[config.mk]
export PLATFORM = sky130hd
export DESIGN_NAME = pmtc_top
export DESIGN_NICKNAME = d
export VERILOG_FILES = /design/src/verilog/pmtc_pkg.sv /design/src/verilog/pmtc_top.sv
export SDC_FILE = /design/constraint.sdc
export NUM_CORES = 1
export LEC_CHECK = 0
export BUFFER_PORTS_ARGS = -buffer_cell sky130_fd_sc_hd__buf_2
export CAP_MARGIN = 20
export CORE_UTILIZATION = 50
export DETAILED_ROUTE_END_ITERATION = 7
export GPL_ROUTABILITY_DRIVEN = 1
export PLACE_DENSITY = 0.67
export REMOVE_ABC_BUFFERS = 1
export SKIP_LAST_GASP = 1
export SLEW_MARGIN = 20
export SYNTH_ARGS = -nofsm -noshare
export SYNTH_HDL_FRONTEND = slang
export SYNTH_SLANG_ARGS = --single-unit
[constraint.sdc]
create_clock -name I_CLK -period 2.83 [get_ports I_CLK]
set_input_delay 0.566 -clock I_CLK [delete_from_list [all_inputs] [get_ports I_CLK]]
set_output_delay 0.566 -clock I_CLK [all_outputs]
set_load 0.005 [all_outputs]
[src/verilog/pmtc_pkg.sv]
// constants and types shared by the top control and event register block
package pmtc_pkg;

   // ***************************************************
   // register offsets
   // ***************************************************
   localparam logic [7:0] ADDR_DELAY = 8'h12;
   localparam logic [7:0] ADDR_SRST  = 8'h16;
   localparam logic [7:0] ADDR_CFG   = 8'h17;
   localparam logic [7:0] ADDR_EVT   = 8'h18;
   localparam logic [7:0] ADDR_EVT01 = 8'h19;
   localparam logic [7:0] ADDR_EVT23 = 8'h1a;
   localparam logic [7:0] ADDR_STAT  = 8'h1b;

   // ***************************************************
   // field layouts and reset values
   // ***************************************************
   localparam int          DLY_W       = 4;
   localparam int          ON_DLY_LSB  = 0;
   localparam int          OFF_DLY_LSB = 4;
   localparam logic [7:0]  DELAY_RST   = 8'h00;
   localparam int          SRST_BIT    = 0;
   localparam int          CFG_W       = 4;
   localparam int          CFG_SPREAD  = 0;
   localparam int          CFG_PD1     = 1;
   localparam int          CFG_PD2     = 2;
   localparam int          CFG_WSEL    = 3;
   localparam logic [3:0]  CFG_RST     = 4'h6;
   // top event flags: latched low nibble, summaries in high nibble
   localparam int          EVT_LOAD    = 0;
   localparam int          EVT_RST     = 1;
   localparam int          EVT_WARN    = 2;
   localparam int          EVT_SD      = 3;
   localparam int          EVT_SUM_LSB = 4;
   localparam int          LAT_W       = 4;
   // per-rail event bit positions
   localparam int          RE_ILIM_A   = 0;
   localparam int          RE_SC       = 1;
   localparam int          RE_PG       = 2;
   localparam int          RE_ILIM_B   = 4;
   localparam int          REVT_W      = 6;
   localparam int          STAT_WARN   = 2;
   localparam int          STAT_SD     = 3;

   // ***************************************************
   // serial link and timing
   // ***************************************************
   // slave address value is arbitrary
   localparam logic [6:0]  DEV_ADDR      = 7'h2a;
   localparam logic [3:0]  BITS_PER_BYTE = 4'h8;
   localparam int          CLK_PERIOD_NS = 4;
   localparam int          MS_NS         = 1000000;
   localparam int          MS_CYCLES     = (MS_NS + CLK_PERIOD_NS - 1) / CLK_PERIOD_NS;
   localparam int          PRESC_W       = 18;
   // sync vector positions
   localparam int          SY_SCL  = 0;
   localparam int          SY_SDA  = 1;
   localparam int          SY_EN   = 2;
   localparam int          SY_UV   = 3;
   localparam int          SY_SD   = 4;
   localparam int          SY_WARN = 5;
   localparam int          SY_LOAD = 6;
   localparam int          SY_REVT = 7;
   localparam int          SYNC_W  = 13;

   typedef enum logic [2:0] {B_IDLE, B_ADDR, B_PTR, B_WR, B_RD} pmtc_bus_e;
   typedef enum logic [1:0] {R_OFF, R_ON_WAIT, R_ON, R_OFF_WAIT} pmtc_rail_e;

endpackage : pmtc_pkg

[src/verilog/pmtc_top.sv]
// top control, sequencing delays and event flags behind a two-wire serial port
// Function
// - rail held off N ms after enable rises
// - rail kept on N ms after enable falls
// - pull-down bits per enable pin, default on
// - high nibble summarizes pending rail events
// - summary bit clears when its rail's event bits read zero
// - overtemp shutdown latches and disables rail
// - shutdown flag blocks any rail enable
// - overtemp warning latched, live shown separately
// - reset flag on startup, undervoltage, soft reset
// - reset events disable rail, restore defaults
// - load measurement ready latches bit zero
// - latched low nibble cleared by writing one
// - rail event registers latch, write-one clears
module pmtc_top
   import pmtc_pkg::*;
#(
   parameter int unsigned MS_CYCLES_P = MS_CYCLES
) (
   input  wire logic                        I_CLK,
   input  wire logic                        I_RSTN,
   input  wire logic                        I_SCL,
   input  wire logic                        I_SDA_IN,
   output logic                             O_SDA_OUT,
   output logic                             O_SDA_OE_N,
   input  wire logic                        I_EN_PIN1,
   input  wire logic                        I_ANALOG_UV,
   input  wire logic                        I_OT_SD_LIVE,
   input  wire logic                        I_OT_WARN_LIVE,
   input  wire logic                        I_LOAD_DONE,
   input  wire logic [pmtc_pkg::REVT_W-1:0] I_RAIL_EVT,
   output logic                             O_MAIN_RAIL_EN,
   output logic                             O_EN_PIN1_PD,
   output logic                             O_EN_PIN2_PD,
   output logic                             O_OT_WARN_SEL,
   output logic                             O_SPREAD_EN
);
   import pmtc_pkg::*;

   localparam logic [PRESC_W-1:0] MS_LAST = PRESC_W'(MS_CYCLES_P - 1);
   // serial lines idle high: no false edge after reset
   localparam logic [SYNC_W-1:0]  SYNC_IDLE = (SYNC_W'(1) << SY_SCL) | (SYNC_W'(1) << SY_SDA);

   // ***************************************************
   // input synchronisers and edges
   // ***************************************************
   logic [SYNC_W-1:0] s1_q, s2_q, s3_q;
   wire  [SYNC_W-1:0] in_raw = {I_RAIL_EVT, I_LOAD_DONE, I_OT_WARN_LIVE, I_OT_SD_LIVE,
                                I_ANALOG_UV, I_EN_PIN1, I_SDA_IN, I_SCL};
   wire  [SYNC_W-1:0] rise   = s2_q & ~s3_q;

   always_ff @(posedge I_CLK) begin
      if (!I_RSTN) begin
         s1_q <= SYNC_IDLE;
         s2_q <= SYNC_IDLE;
         s3_q <= SYNC_IDLE;
      end else begin
         s1_q <= in_raw;
         s2_q <= s1_q;
         s3_q <= s2_q;
      end
   end

   wire scl_s     = s2_q[SY_SCL];
   wire sda_s     = s2_q[SY_SDA];
   wire scl_rise  = rise[SY_SCL];
   wire scl_fall  = ~scl_s & s3_q[SY_SCL];
   wire start_det = scl_s & s3_q[SY_SCL] & ~sda_s & s3_q[SY_SDA];
   wire stop_det  = scl_s & s3_q[SY_SCL] & sda_s & ~s3_q[SY_SDA];
   wire en_s      = s2_q[SY_EN];
   wire uv_rise   = rise[SY_UV];
   wire sd_live   = s2_q[SY_SD];
   wire warn_live = s2_q[SY_WARN];
   wire load_rise = rise[SY_LOAD];

   // ***************************************************
   // reset events
   // ***************************************************
   logic por_q, srst_pend_q, srst_pend_d;
   wire  srst_go = srst_pend_q & stop_det;
   wire  rst_all = srst_go | uv_rise;
   wire  rst_evt = ~por_q | rst_all;

   always_ff @(posedge I_CLK) begin
      if (!I_RSTN) begin
         por_q <= 1'b0;
      end else begin
         por_q <= 1'b1;
      end
   end

   // ***************************************************
   // serial slave
   // ***************************************************
   pmtc_bus_e   bst_q, bst_d;
   logic [3:0]  bcnt_q, bcnt_d;
   logic [7:0]  sh_q, sh_d, ptr_q, ptr_d, rbyte;
   logic        ack_q, ack_d, rw_q, rw_d, oe_n_q, oe_n_d, wr_en;

   always_comb begin
      bst_d  = bst_q;
      bcnt_d = bcnt_q;
      sh_d   = sh_q;
      ptr_d  = ptr_q;
      ack_d  = ack_q;
      rw_d   = rw_q;
      oe_n_d = oe_n_q;
      wr_en  = 1'b0;
      if (start_det) begin
         bst_d  = B_ADDR;
         bcnt_d = '0;
         ack_d  = 1'b0;
         oe_n_d = 1'b1;
      end else if (stop_det) begin
         bst_d  = B_IDLE;
         ack_d  = 1'b0;
         oe_n_d = 1'b1;
      end else if (scl_rise) begin
         if (bst_q == B_RD) begin
            if (!ack_q) begin
               bcnt_d = bcnt_q + 4'h1;
            end else if (sda_s) begin
               bst_d = B_IDLE;
            end
         end else if (bst_q != B_IDLE && !ack_q) begin
            sh_d   = {sh_q[6:0], sda_s};
            bcnt_d = bcnt_q + 4'h1;
         end
      end else if (scl_fall && bst_q != B_IDLE) begin
         if (bst_q == B_RD) begin
            if (ack_q || bcnt_q != BITS_PER_BYTE) begin
               oe_n_d = ack_q ? rbyte[7] : sh_q[7];
               sh_d   = ack_q ? {rbyte[6:0], 1'b0} : {sh_q[6:0], 1'b0};
               ptr_d  = ack_q ? ptr_q + 8'h01 : ptr_q;
               bcnt_d = ack_q ? 4'h0 : bcnt_q;
               ack_d  = 1'b0;
            end else begin
               oe_n_d = 1'b1;
               ack_d  = 1'b1;
               bcnt_d = '0;
            end
         end else if (!ack_q && bcnt_q == BITS_PER_BYTE) begin
            bcnt_d = '0;
            ack_d  = 1'b1;
            oe_n_d = 1'b0;
            case (bst_q)
               B_ADDR: begin
                  rw_d = sh_q[0];
                  if (sh_q[7:1] != DEV_ADDR) begin
                     bst_d  = B_IDLE;
                     ack_d  = 1'b0;
                     oe_n_d = 1'b1;
                  end
               end
               B_PTR:   ptr_d = sh_q;
               default: wr_en = 1'b1;
            endcase
         end else if (ack_q) begin
            ack_d  = 1'b0;
            oe_n_d = 1'b1;
            case (bst_q)
               B_ADDR: begin
                  bst_d = rw_q ? B_RD : B_PTR;
                  if (rw_q) begin
                     oe_n_d = rbyte[7];
                     sh_d   = {rbyte[6:0], 1'b0};
                     ptr_d  = ptr_q + 8'h01;
                  end
               end
               B_PTR:   bst_d = B_WR;
               default: ptr_d = ptr_q + 8'h01;
            endcase
         end
      end
   end

   always_ff @(posedge I_CLK) begin
      if (!I_RSTN || rst_all) begin
         bst_q  <= B_IDLE;
         bcnt_q <= '0;
         sh_q   <= '0;
         ptr_q  <= '0;
         ack_q  <= 1'b0;
         rw_q   <= 1'b0;
         oe_n_q <= 1'b1;
      end else begin
         bst_q  <= bst_d;
         bcnt_q <= bcnt_d;
         sh_q   <= sh_d;
         ptr_q  <= ptr_d;
         ack_q  <= ack_d;
         rw_q   <= rw_d;
         oe_n_q <= oe_n_d;
      end
   end

   // ***************************************************
   // register file
   // ***************************************************
   logic [7:0]        delay_q, delay_d;
   logic [CFG_W-1:0]  cfg_q, cfg_d;
   logic [LAT_W-1:0]  lat_q, lat_d;
   logic [REVT_W-1:0] revt_q, revt_d;

   wire wr_delay = wr_en & (ptr_q == ADDR_DELAY);
   wire wr_srst  = wr_en & (ptr_q == ADDR_SRST);
   wire wr_cfg   = wr_en & (ptr_q == ADDR_CFG);
   wire wr_evt   = wr_en & (ptr_q == ADDR_EVT);
   wire wr_e01   = wr_en & (ptr_q == ADDR_EVT01);
   wire wr_e23   = wr_en & (ptr_q == ADDR_EVT23);

   wire [LAT_W-1:0]  lat_set  = {sd_live, warn_live, rst_evt, load_rise};
   wire [LAT_W-1:0]  lat_clr  = wr_evt ? sh_q[LAT_W-1:0] : '0;
   wire [REVT_W-1:0] revt_clr = {wr_e23 & sh_q[RE_ILIM_B], wr_e23 & sh_q[RE_ILIM_A],
                                 wr_e01 & sh_q[RE_ILIM_B], wr_e01 & sh_q[RE_PG],
                                 wr_e01 & sh_q[RE_SC],     wr_e01 & sh_q[RE_ILIM_A]};
   // summary per rail, live from the rail event bits
   wire [3:0] rail_pend = {revt_q[5], revt_q[4], revt_q[3], |revt_q[2:0]};

   always_comb begin
      delay_d     = wr_delay ? sh_q : delay_q;
      cfg_d       = wr_cfg ? sh_q[CFG_W-1:0] : cfg_q;
      srst_pend_d = srst_pend_q | (wr_srst & sh_q[SRST_BIT]);
      lat_d       = (lat_q & ~lat_clr) | lat_set;
      revt_d      = (revt_q & ~revt_clr) | rise[SY_REVT +: REVT_W];
      if (rst_all) begin
         delay_d     = DELAY_RST;
         cfg_d       = CFG_RST;
         srst_pend_d = 1'b0;
         lat_d       = lat_set;
         revt_d      = '0;
      end
   end

   always_ff @(posedge I_CLK) begin
      if (!I_RSTN) begin
         delay_q     <= DELAY_RST;
         cfg_q       <= CFG_RST;
         srst_pend_q <= 1'b0;
         lat_q       <= '0;
         revt_q      <= '0;
      end else begin
         delay_q     <= delay_d;
         cfg_q       <= cfg_d;
         srst_pend_q <= srst_pend_d;
         lat_q       <= lat_d;
         revt_q      <= revt_d;
      end
   end

   // read data; command bit always reads zero
   always_comb begin
      rbyte = 8'h00;
      case (ptr_q)
         ADDR_DELAY: rbyte = delay_q;
         ADDR_CFG:   rbyte[CFG_W-1:0] = cfg_q;
         ADDR_EVT:   rbyte = {rail_pend, lat_q};
         ADDR_EVT01: begin
            rbyte[RE_ILIM_A] = revt_q[0];
            rbyte[RE_SC]     = revt_q[1];
            rbyte[RE_PG]     = revt_q[2];
            rbyte[RE_ILIM_B] = revt_q[3];
         end
         ADDR_EVT23: begin
            rbyte[RE_ILIM_A] = revt_q[4];
            rbyte[RE_ILIM_B] = revt_q[5];
         end
         ADDR_STAT: begin
            rbyte[STAT_SD]   = sd_live;
            rbyte[STAT_WARN] = warn_live;
         end
         default:    rbyte = 8'h00;
      endcase
   end

   // ***************************************************
   // main rail sequencing
   // ***************************************************
   pmtc_rail_e         rst_q, rst_d;
   logic [PRESC_W-1:0] presc_q, presc_d;
   logic [DLY_W-1:0]   ms_q, ms_d;

   wire              sd_block = lat_q[EVT_SD];
   wire [DLY_W-1:0]  on_dly   = delay_q[ON_DLY_LSB +: DLY_W];
   wire [DLY_W-1:0]  off_dly  = delay_q[OFF_DLY_LSB +: DLY_W];
   wire              ms_tick  = (presc_q == MS_LAST);

   always_comb begin
      rst_d   = rst_q;
      presc_d = ms_tick ? '0 : presc_q + PRESC_W'(1);
      ms_d    = (ms_tick && ms_q != '1) ? ms_q + DLY_W'(1) : ms_q;
      case (rst_q)
         R_OFF:      if (en_s && !sd_block) rst_d = R_ON_WAIT;
         R_ON_WAIT:  if (!en_s || sd_block) rst_d = R_OFF;
                     else if (ms_q == on_dly) rst_d = R_ON;
         R_ON:       if (sd_block) rst_d = R_OFF;
                     else if (!en_s) rst_d = R_OFF_WAIT;
         R_OFF_WAIT: if (sd_block) rst_d = R_OFF;
                     else if (en_s) rst_d = R_ON;
                     else if (ms_q == off_dly) rst_d = R_OFF;
         default:    rst_d = R_OFF;
      endcase
      if (rst_all) begin
         rst_d = R_OFF;
      end
      if (rst_d != rst_q) begin
         presc_d = '0;
         ms_d    = '0;
      end
   end

   always_ff @(posedge I_CLK) begin
      if (!I_RSTN) begin
         rst_q          <= R_OFF;
         presc_q        <= '0;
         ms_q           <= '0;
         O_MAIN_RAIL_EN <= 1'b0;
      end else begin
         rst_q          <= rst_d;
         presc_q        <= presc_d;
         ms_q           <= ms_d;
         O_MAIN_RAIL_EN <= (rst_d == R_ON) || (rst_d == R_OFF_WAIT);
      end
   end

   // ***************************************************
   // registered outputs
   // ***************************************************
   always_ff @(posedge I_CLK) begin
      if (!I_RSTN) begin
         O_SDA_OUT     <= 1'b0;
         O_SDA_OE_N    <= 1'b1;
         O_EN_PIN1_PD  <= CFG_RST[CFG_PD1];
         O_EN_PIN2_PD  <= CFG_RST[CFG_PD2];
         O_OT_WARN_SEL <= CFG_RST[CFG_WSEL];
         O_SPREAD_EN   <= CFG_RST[CFG_SPREAD];
      end else begin
         O_SDA_OUT     <= 1'b0;
         O_SDA_OE_N    <= oe_n_q;
         O_EN_PIN1_PD  <= cfg_q[CFG_PD1];
         O_EN_PIN2_PD  <= cfg_q[CFG_PD2];
         O_OT_WARN_SEL <= cfg_q[CFG_WSEL];
         O_SPREAD_EN   <= cfg_q[CFG_SPREAD];
      end
   end

endmodule : pmtc_top

# Word level (Yosys, flattened, before mapping)
# Index checks and enable logic that the tools add are counted.
[word_totals]
ff_bits = 119
in_bits = 15
output_inout_bits = 7
[op_classes]
eq_ne = 46
n_reduce_logical = 41
n_bitwise = 40
addsub = 4
muxes = 82
[ops]
columns = ["operator", "n"]
rows = [
  ["$mux W8", 18],
  ["$eq A8 B5 Y1 const B", 7],
  ["$mux W4", 11],
  ["$mux W3", 11],
  ["$mux W1", 24],
  ["$ne A4 B4 Y1 const B", 6],
  ["$reduce_bool A3 Y1", 7],
  ["$and A1 B1 Y1", 20],
  ["$reduce_and A10 Y1", 2],
  ["$add A18 B1 Y18 const B", 1],
  ["$eq A18 B18 Y1 const B", 1],
  ["$mux W2", 9],
  ["$reduce_and A9 Y1", 2],
  ["$pmux W8 S2", 1],
  ["$and A13 B13 Y13", 1],
  ["$not A13 Y13", 1],
  ["$pmux W1 S4", 3],
  ["$pmux W3 S2", 2],
  ["$ne A5 B4 Y1 const B", 2],
  ["$pmux W1 S5", 2],
  ["$ne A3 B2 Y1 const B", 3],
  ["$ne A3 B3 Y1 const B", 3],
  ["$not A1 Y1", 9],
  ["$reduce_or A3 Y1", 3],
  ["35 further kinds", 64],
]

# Logic depth before layout (Yosys ltp)
[logic_depth]
ltp_word = 15
mapped_depth = 9
depth_no_buf = 7

# Worst setup path before layout
# OpenSTA, ideal clock, no wires.
[synth_timing]
kind = "register -> register"
startpoint = "reg bcnt_q[0]"
endpoint = "reg ptr_q[0]"
path_slack_ns = 0.834
required_ns = 2.756
t_arrival_ns = 1.922
n_path_buf = 1
stages_incl_launch_ff = 9
path_cell_list = "dfxtp_1 -> inv_1 -> ha_1 -> nand4bb_1 -> clkbuf_1 -> mux2i_1 -> o2111ai_1 -> or3_1 -> a31oi_1"
[synth_via]
elab_chain_cells = 4
word_cells_on_any_way = 12
cone_classes = "6 x eq/ne; 2 x mux; 4 x reduce/logical"
[synth_rtl]
columns = ["item", "line_no", "text"]
rows = [
  ["start: declaration", "pmtc_top.sv:97", "logic [3:0] bcnt_q, bcnt_d;"],
  ["start signal: assignment", "pmtc_top.sv:189", "bcnt_q <= bcnt_d;"],
  ["$eq A4 B4 Y1 / $ne A4 B4 Y1 (equally long branches)", "pmtc_top.sv:143, pmtc_top.sv:132", ""],
  ["$logic_and A1 B1 Y1 / $logic_or A1 B1 Y1 (equally long branches)", "pmtc_top.sv:143, pmtc_top.sv:132", ""],
  ["$ne A4 B4 Y1 (no source line) (tied with other cells)", "-", ""],
  ["$reduce_and A10 Y1 (no source line) / $mux W8 (equally long branches)", "-", ""],
  ["end signal: assignment", "pmtc_top.sv:191", "ptr_q <= ptr_d;"],
  ["end: declaration", "pmtc_top.sv:98", "logic [7:0] sh_q, sh_d, ptr_q, ptr_d, rbyte;"],
]
# Parallel ways exist; a longest one is shown, timed or not.
# A chain may end at the register's enable or synchronous reset.

# Worst setup path in the final report
[layout_timing]
startpoint = "reg bst_q[2]"
endpoint = "reg sh_q[6]"
[layout_via]
elab_chain_cells = 4
word_cells_on_any_way = 17
cone_classes = "6 x eq/ne; 3 x mux; 8 x reduce/logical"
[layout_rtl]
columns = ["item", "line_no", "text"]
rows = [
  ["start: declaration", "pmtc_top.sv:96", "pmtc_bus_e bst_q, bst_d;"],
  ["start signal: assignment", "pmtc_top.sv:188", "bst_q <= bst_d;"],
  ["$reduce_bool A3 Y1 / $eq A3 B3 Y1 (equally long branches)", "-", ""],
  ["$logic_and A1 B1 Y1 (tied with other cells)", "pmtc_top.sv:126", "end else if (bst_q != B_IDLE && !ack_q) begin"],
  ["$ne A2 B1 Y1 (no source line) (tied with other cells)", "-", ""],
  ["$reduce_and A10 Y1 (no source line) / $mux W8 (equally long branches)", "-", ""],
  ["end signal: assignment", "pmtc_top.sv:182", "sh_q <= '0;"],
  ["end signal: assignment", "pmtc_top.sv:190", "sh_q <= sh_d;"],
  ["end: declaration", "pmtc_top.sv:98", ""],
]
# Parallel ways exist; a longest one is shown, timed or not. The select of a mux whose other input is x is not followed.

==> results <==
- The clock arrives with 0.0108 ns of skew.
- STA classifies the critical path startpoint as a register.
- A synthesized cell averages 8.80 um^2.
- The register cell area after layout is 0.00232 mm^2.
- The launching instance or port of the critical path is bst_q[2]$_SDFFE_PP0P_.
- Across all register-to-register paths, the minimum setup slack is 0.38 ns.
- The critical register-to-register path startpoint is bst_q[2]$_SDFFE_PP0P_.
- The mapped netlist covers 0.00542 mm^2.
- The CTS sink count is 116.
- The initial utilization of the core area, before any placement, comes to 52.1%.
- Fill cells in the final layout number 955.
- The critical path ends at sh_q[6]$_SDFFE_PP0P_.
- The half-perimeter wire length after detailed placement is 8590 um.
- The number of primary I/O pins is 22.
- In this run the worst hold path is classified as input port to register.
- The synthesized design contains 0 enable-type register cells.
- In the routed layout, each cell is associated on average with a via count of 5.95.
- The required time of the critical path is 3.24 ns.
- The critical-path maximum fanout is 14.
- The post-CTS setup-driven buffer insertion count is 0.
- In this run the deepest clock path goes through 2 buffers.
- The cell depth of the worst flop-to-flop path is 5.
- Setup total negative slack on the finished layout was measured at 0 ns.
- In the synthesized netlist the dominant register cell turns out to be sky130_fd_sc_hd__dfxtp_1.
- After the first detailed-routing iteration, the DRC count stood at 367.
- In the final layout, the multi-input gates occupy 0.00292 mm^2.
- The first detailed-routing pass took 5 iterations.
- The peak ir drop on the vdd network is 0.641 mV.
- The power density of the placed cells is 628 mW/mm^2.
- The H-tree was split into 4 levels.
- The repair_antennas step left the layout with diodes totalling 0.
- By startpoint and endpoint, the worst setup path is classified as register to register.
- The number of gates resized after CTS was 0.
- The capture instance of the worst register-to-register path is sh_q[6]$_SDFFE_PP0P_.
- The leakage power figure is 0.00236 uW.
- The via count of the first global-routing pass is 4414.
- The core region area is 0.0104 mm^2.
- After layout, the minimum clock period comes to 2.45 ns.
- The total count of hold-check failures in the final report came to 0.
- The max-capacitance violation count is 0.
- The first global-routing pass estimated 21500 um of wire.
- The final route contains 4644 vias.
- STA classifies the critical path endpoint as a register.
- The quantity of hold-fixing buffers added after cts is 0.
- The horizontal die dimension is 106 um.
- The family with the most delay on the worst path is simple AND/OR/NAND/NOR gates.
- Cells fill 59.9% of the core in the end.
- The worst pin sits at a relative slew slack of 50.1%.
- The max-slew violation count is 0.
- During synthesis, Yosys emitted a total of 0 warnings.
- The later pin in the worst-skew pair is clocked with a latency of 0.53 ns.
- The post-route DRC violation count is 0.
- The initial antenna violation count is 0.
- Dividing the detail-routed wire length by the instance count gives 16.2 um.
- Global routing used 24.3% of the available tracks across all layers.
- The number of buffer and inverter stages on the critical path is 0.
- The final estimated routing congestion in global placement is 0.900.
- The run finished with clean final reports.
- The area of the die is 0.0113 mm^2.
- The tree is rooted in a sky130_fd_sc_hd__clkbuf_8.
- In this run the core area contains 37 standard-cell rows.
- Synthesis produced a netlist whose cell count is 616.
- In this run the remaining antenna-violating nets after routing total 0.
- The maximum achievable frequency is 407 MHz.
- Clock-pin slew was measured on the worst setup and hold paths at 0.06 ns.
- The floorplan step set the die height to 106 um.
- The count of input and output buffers is 20.
- Setup violations remaining at the end of the flow were counted as 0.
- Compared with the post-synthesis result, the final layout area differs by 15.0%.
- The share of flip-flops with an asynchronous set or reset is 0%.
- The total CTS buffers is 17.
- For this run the aggregate overflow at the end of global routing stands at 0.
- In this design, the stage delay of the slowest critical-path cell is 0.59 ns.
- The post-route netlist has 11.0% of its cells at a drive strength greater than 1.
- The CTS tree is done.
- The logic depth of the worst path, buffers included is 5.
- The share of the Yosys chip area taken by registers is 42.8%.
- Dividing the final minimum period by the clock period gives 86.7%.
- Yosys mapped the design onto 68 distinct sky130hd cell types.
- The slowest stage cell on the critical path is sky130_fd_sc_hd__nor3_1.
- The maximum number of pins on one net before global-route repair is 46.
- The number of nets in the layout is 655.
- After synthesis the netlist holds a flip-flop and latch count of 116.
- Walking the worst path, the cells encountered are nor3b_1 -> a311oi_1 -> nor3_1 -> nor2_1 -> a22o_1.
- The endpoint arrival time on the critical path is 2.87 ns.
- For the pin with the worst max-slew slack, the measured transition is 0.749 ns.
- The final layout contains routed wiring with a total length of 12700 um.
- Setup repair after global routing left no endpoint under its margin.
## per-stage QoR
stage / area (um^2) / instances / setup WS [ns] / power [uW] / hold slack [ns]
after floorplan: 5280 / 580 / 0.0989 / 1800 / 0.386
after global routing: 6240 / 780 / 0.167 / 4050 / 0.210
after detailed placement: 5660 / 749 / 0.526 / 1850 / 0.392
after global placement: 5660 / 749 / 0.617 / 1850 / 0.391
final: 6240 / 780 / 0.376 / 3910 / 0.224
after CTS: 6240 / 780 / 0.467 / 3960 / 0.193
## cell usage after synthesis, drive strengths merged, types with 2 or more instances
cell type | count | area share (%)
a32oi | 3 | 0.48
nand3b | 5 | 0.69
o21a | 2 | 0.28
nand4b | 2 | 0.32
a211o | 2 | 0.35
nor2 | 34 | 2.4
xnor2 | 11 | 1.8
and4 | 3 | 0.48
nor4 | 4 | 0.46
clkbuf | 28 | 1.9
and3b | 2 | 0.32
nor2b | 8 | 0.92
dfxtp | 116 | 43
mux2i | 21 | 3.9
nand2b | 23 | 2.7
nor3 | 30 | 2.8
a41oi | 2 | 0.32
nand3 | 29 | 2.8
o22ai | 2 | 0.23
nor4b | 7 | 1.4
xor2 | 16 | 2.6
o2111ai | 2 | 0.32
nand4 | 8 | 0.92
nand4bb | 2 | 0.42
a31oi | 6 | 0.69
a22oi | 4 | 0.55
buf | 8 | 0.76
o2bb2ai | 3 | 0.48
a32o | 2 | 0.37
a221oi | 2 | 0.32
ha | 8 | 1.8
nor3b | 9 | 1.2
a21oi | 31 | 2.9
o31ai | 6 | 0.83
or3b | 3 | 0.48
o21ai | 28 | 2.6
o41ai | 3 | 0.48
or3 | 2 | 0.23
a22o | 8 | 1.3
and3 | 12 | 1.4
a211oi | 8 | 1.1
inv | 12 | 0.83
nand2 | 47 | 3.3
and2 | 34 | 3.9
## sequential cells by signal, summed over array words and instances, names as in the netlist, 2 cells and up
register and count:
delay_q 8, s1_q 13, revt_q 6, s3_q 10, s2_q 13, ms_q 4, rst_q 2, bcnt_q 4
cfg_q 4, sh_q 8, bst_q 3, ptr_q 8, lat_q 4, presc_q 18
## power by group
part / internal (uW) / total (uW) / switching [uW]
clock network: 1380 / 2100 / 720
logic: 51.9 / 127 / 75.0
registers: 1670 / 1690 / 21.4
total: 3100 / 3910 / 816
## metal layers
metal / GRT usage [%] / share of wire [%]
met5: 0 / 0
met4: 11.7 / 2.0
met3: 5.58 / 4.4
met2: 39.4 / 47
met1: 30.5 / 47
## layout by cell type (no fill, tap or decap), drive strengths merged, types with 7 or more instances in the layout
master and n:
dfxtp 116, nand2b 23, nor2 34, xor2 16, nand4 8, o21ai 28, nor3 30, mux2i 21
nand2 47, ha 8, nor3b 9, xnor2 11, a211oi 8, buf 33, clkbuf 22, nor2b 8
nand3 29, inv 12, and2 34, a22o 8, a21oi 31, nor4b 7, and3 12
## worst min path at each step
stage / start / to / slack [ns] / depth (start not counted)
after floorplan: s1_q[0]$_SDFF_PN1_ / s2_q[0]$_SDFF_PN1_ / 0.39 / 1
after global placement: s1_q[1]$_SDFF_PN1_ / s2_q[1]$_SDFF_PN1_ / 0.39 / 1
after detailed placement: s1_q[1]$_SDFF_PN1_ / s2_q[1]$_SDFF_PN1_ / 0.39 / 1
after CTS: I_SDA_IN / s1_q[1]$_SDFF_PN1_ / 0.19 / 2
after global routing: I_SDA_IN / s1_q[1]$_SDFF_PN1_ / 0.21 / 2
final: I_SDA_IN / s1_q[1]$_SDFF_PN1_ / 0.22 / 2
## final cells by class
type	count	area share, %
timing repair buffer	33	3.17
clock inverter	9	2.07
sequential	116	37.2
tap	136	2.73
inverter	12	0.722
multi-input combinational	452	46.8
clock buffer	22	7.26
## cells by family after synthesis
logic type               synth area share, %
adder cells (fa/ha/maj)                 1.85
flip-flops                              42.8
multiplexers                            3.88
buffers and inverters                   3.53
AO/OA/AOI/OAI                           15.8
AND/OR/NAND/NOR                         27.7
XOR/XNOR                                4.36
other                                 0.0692
Note: power is estimated with default switching activity, not from simulation.
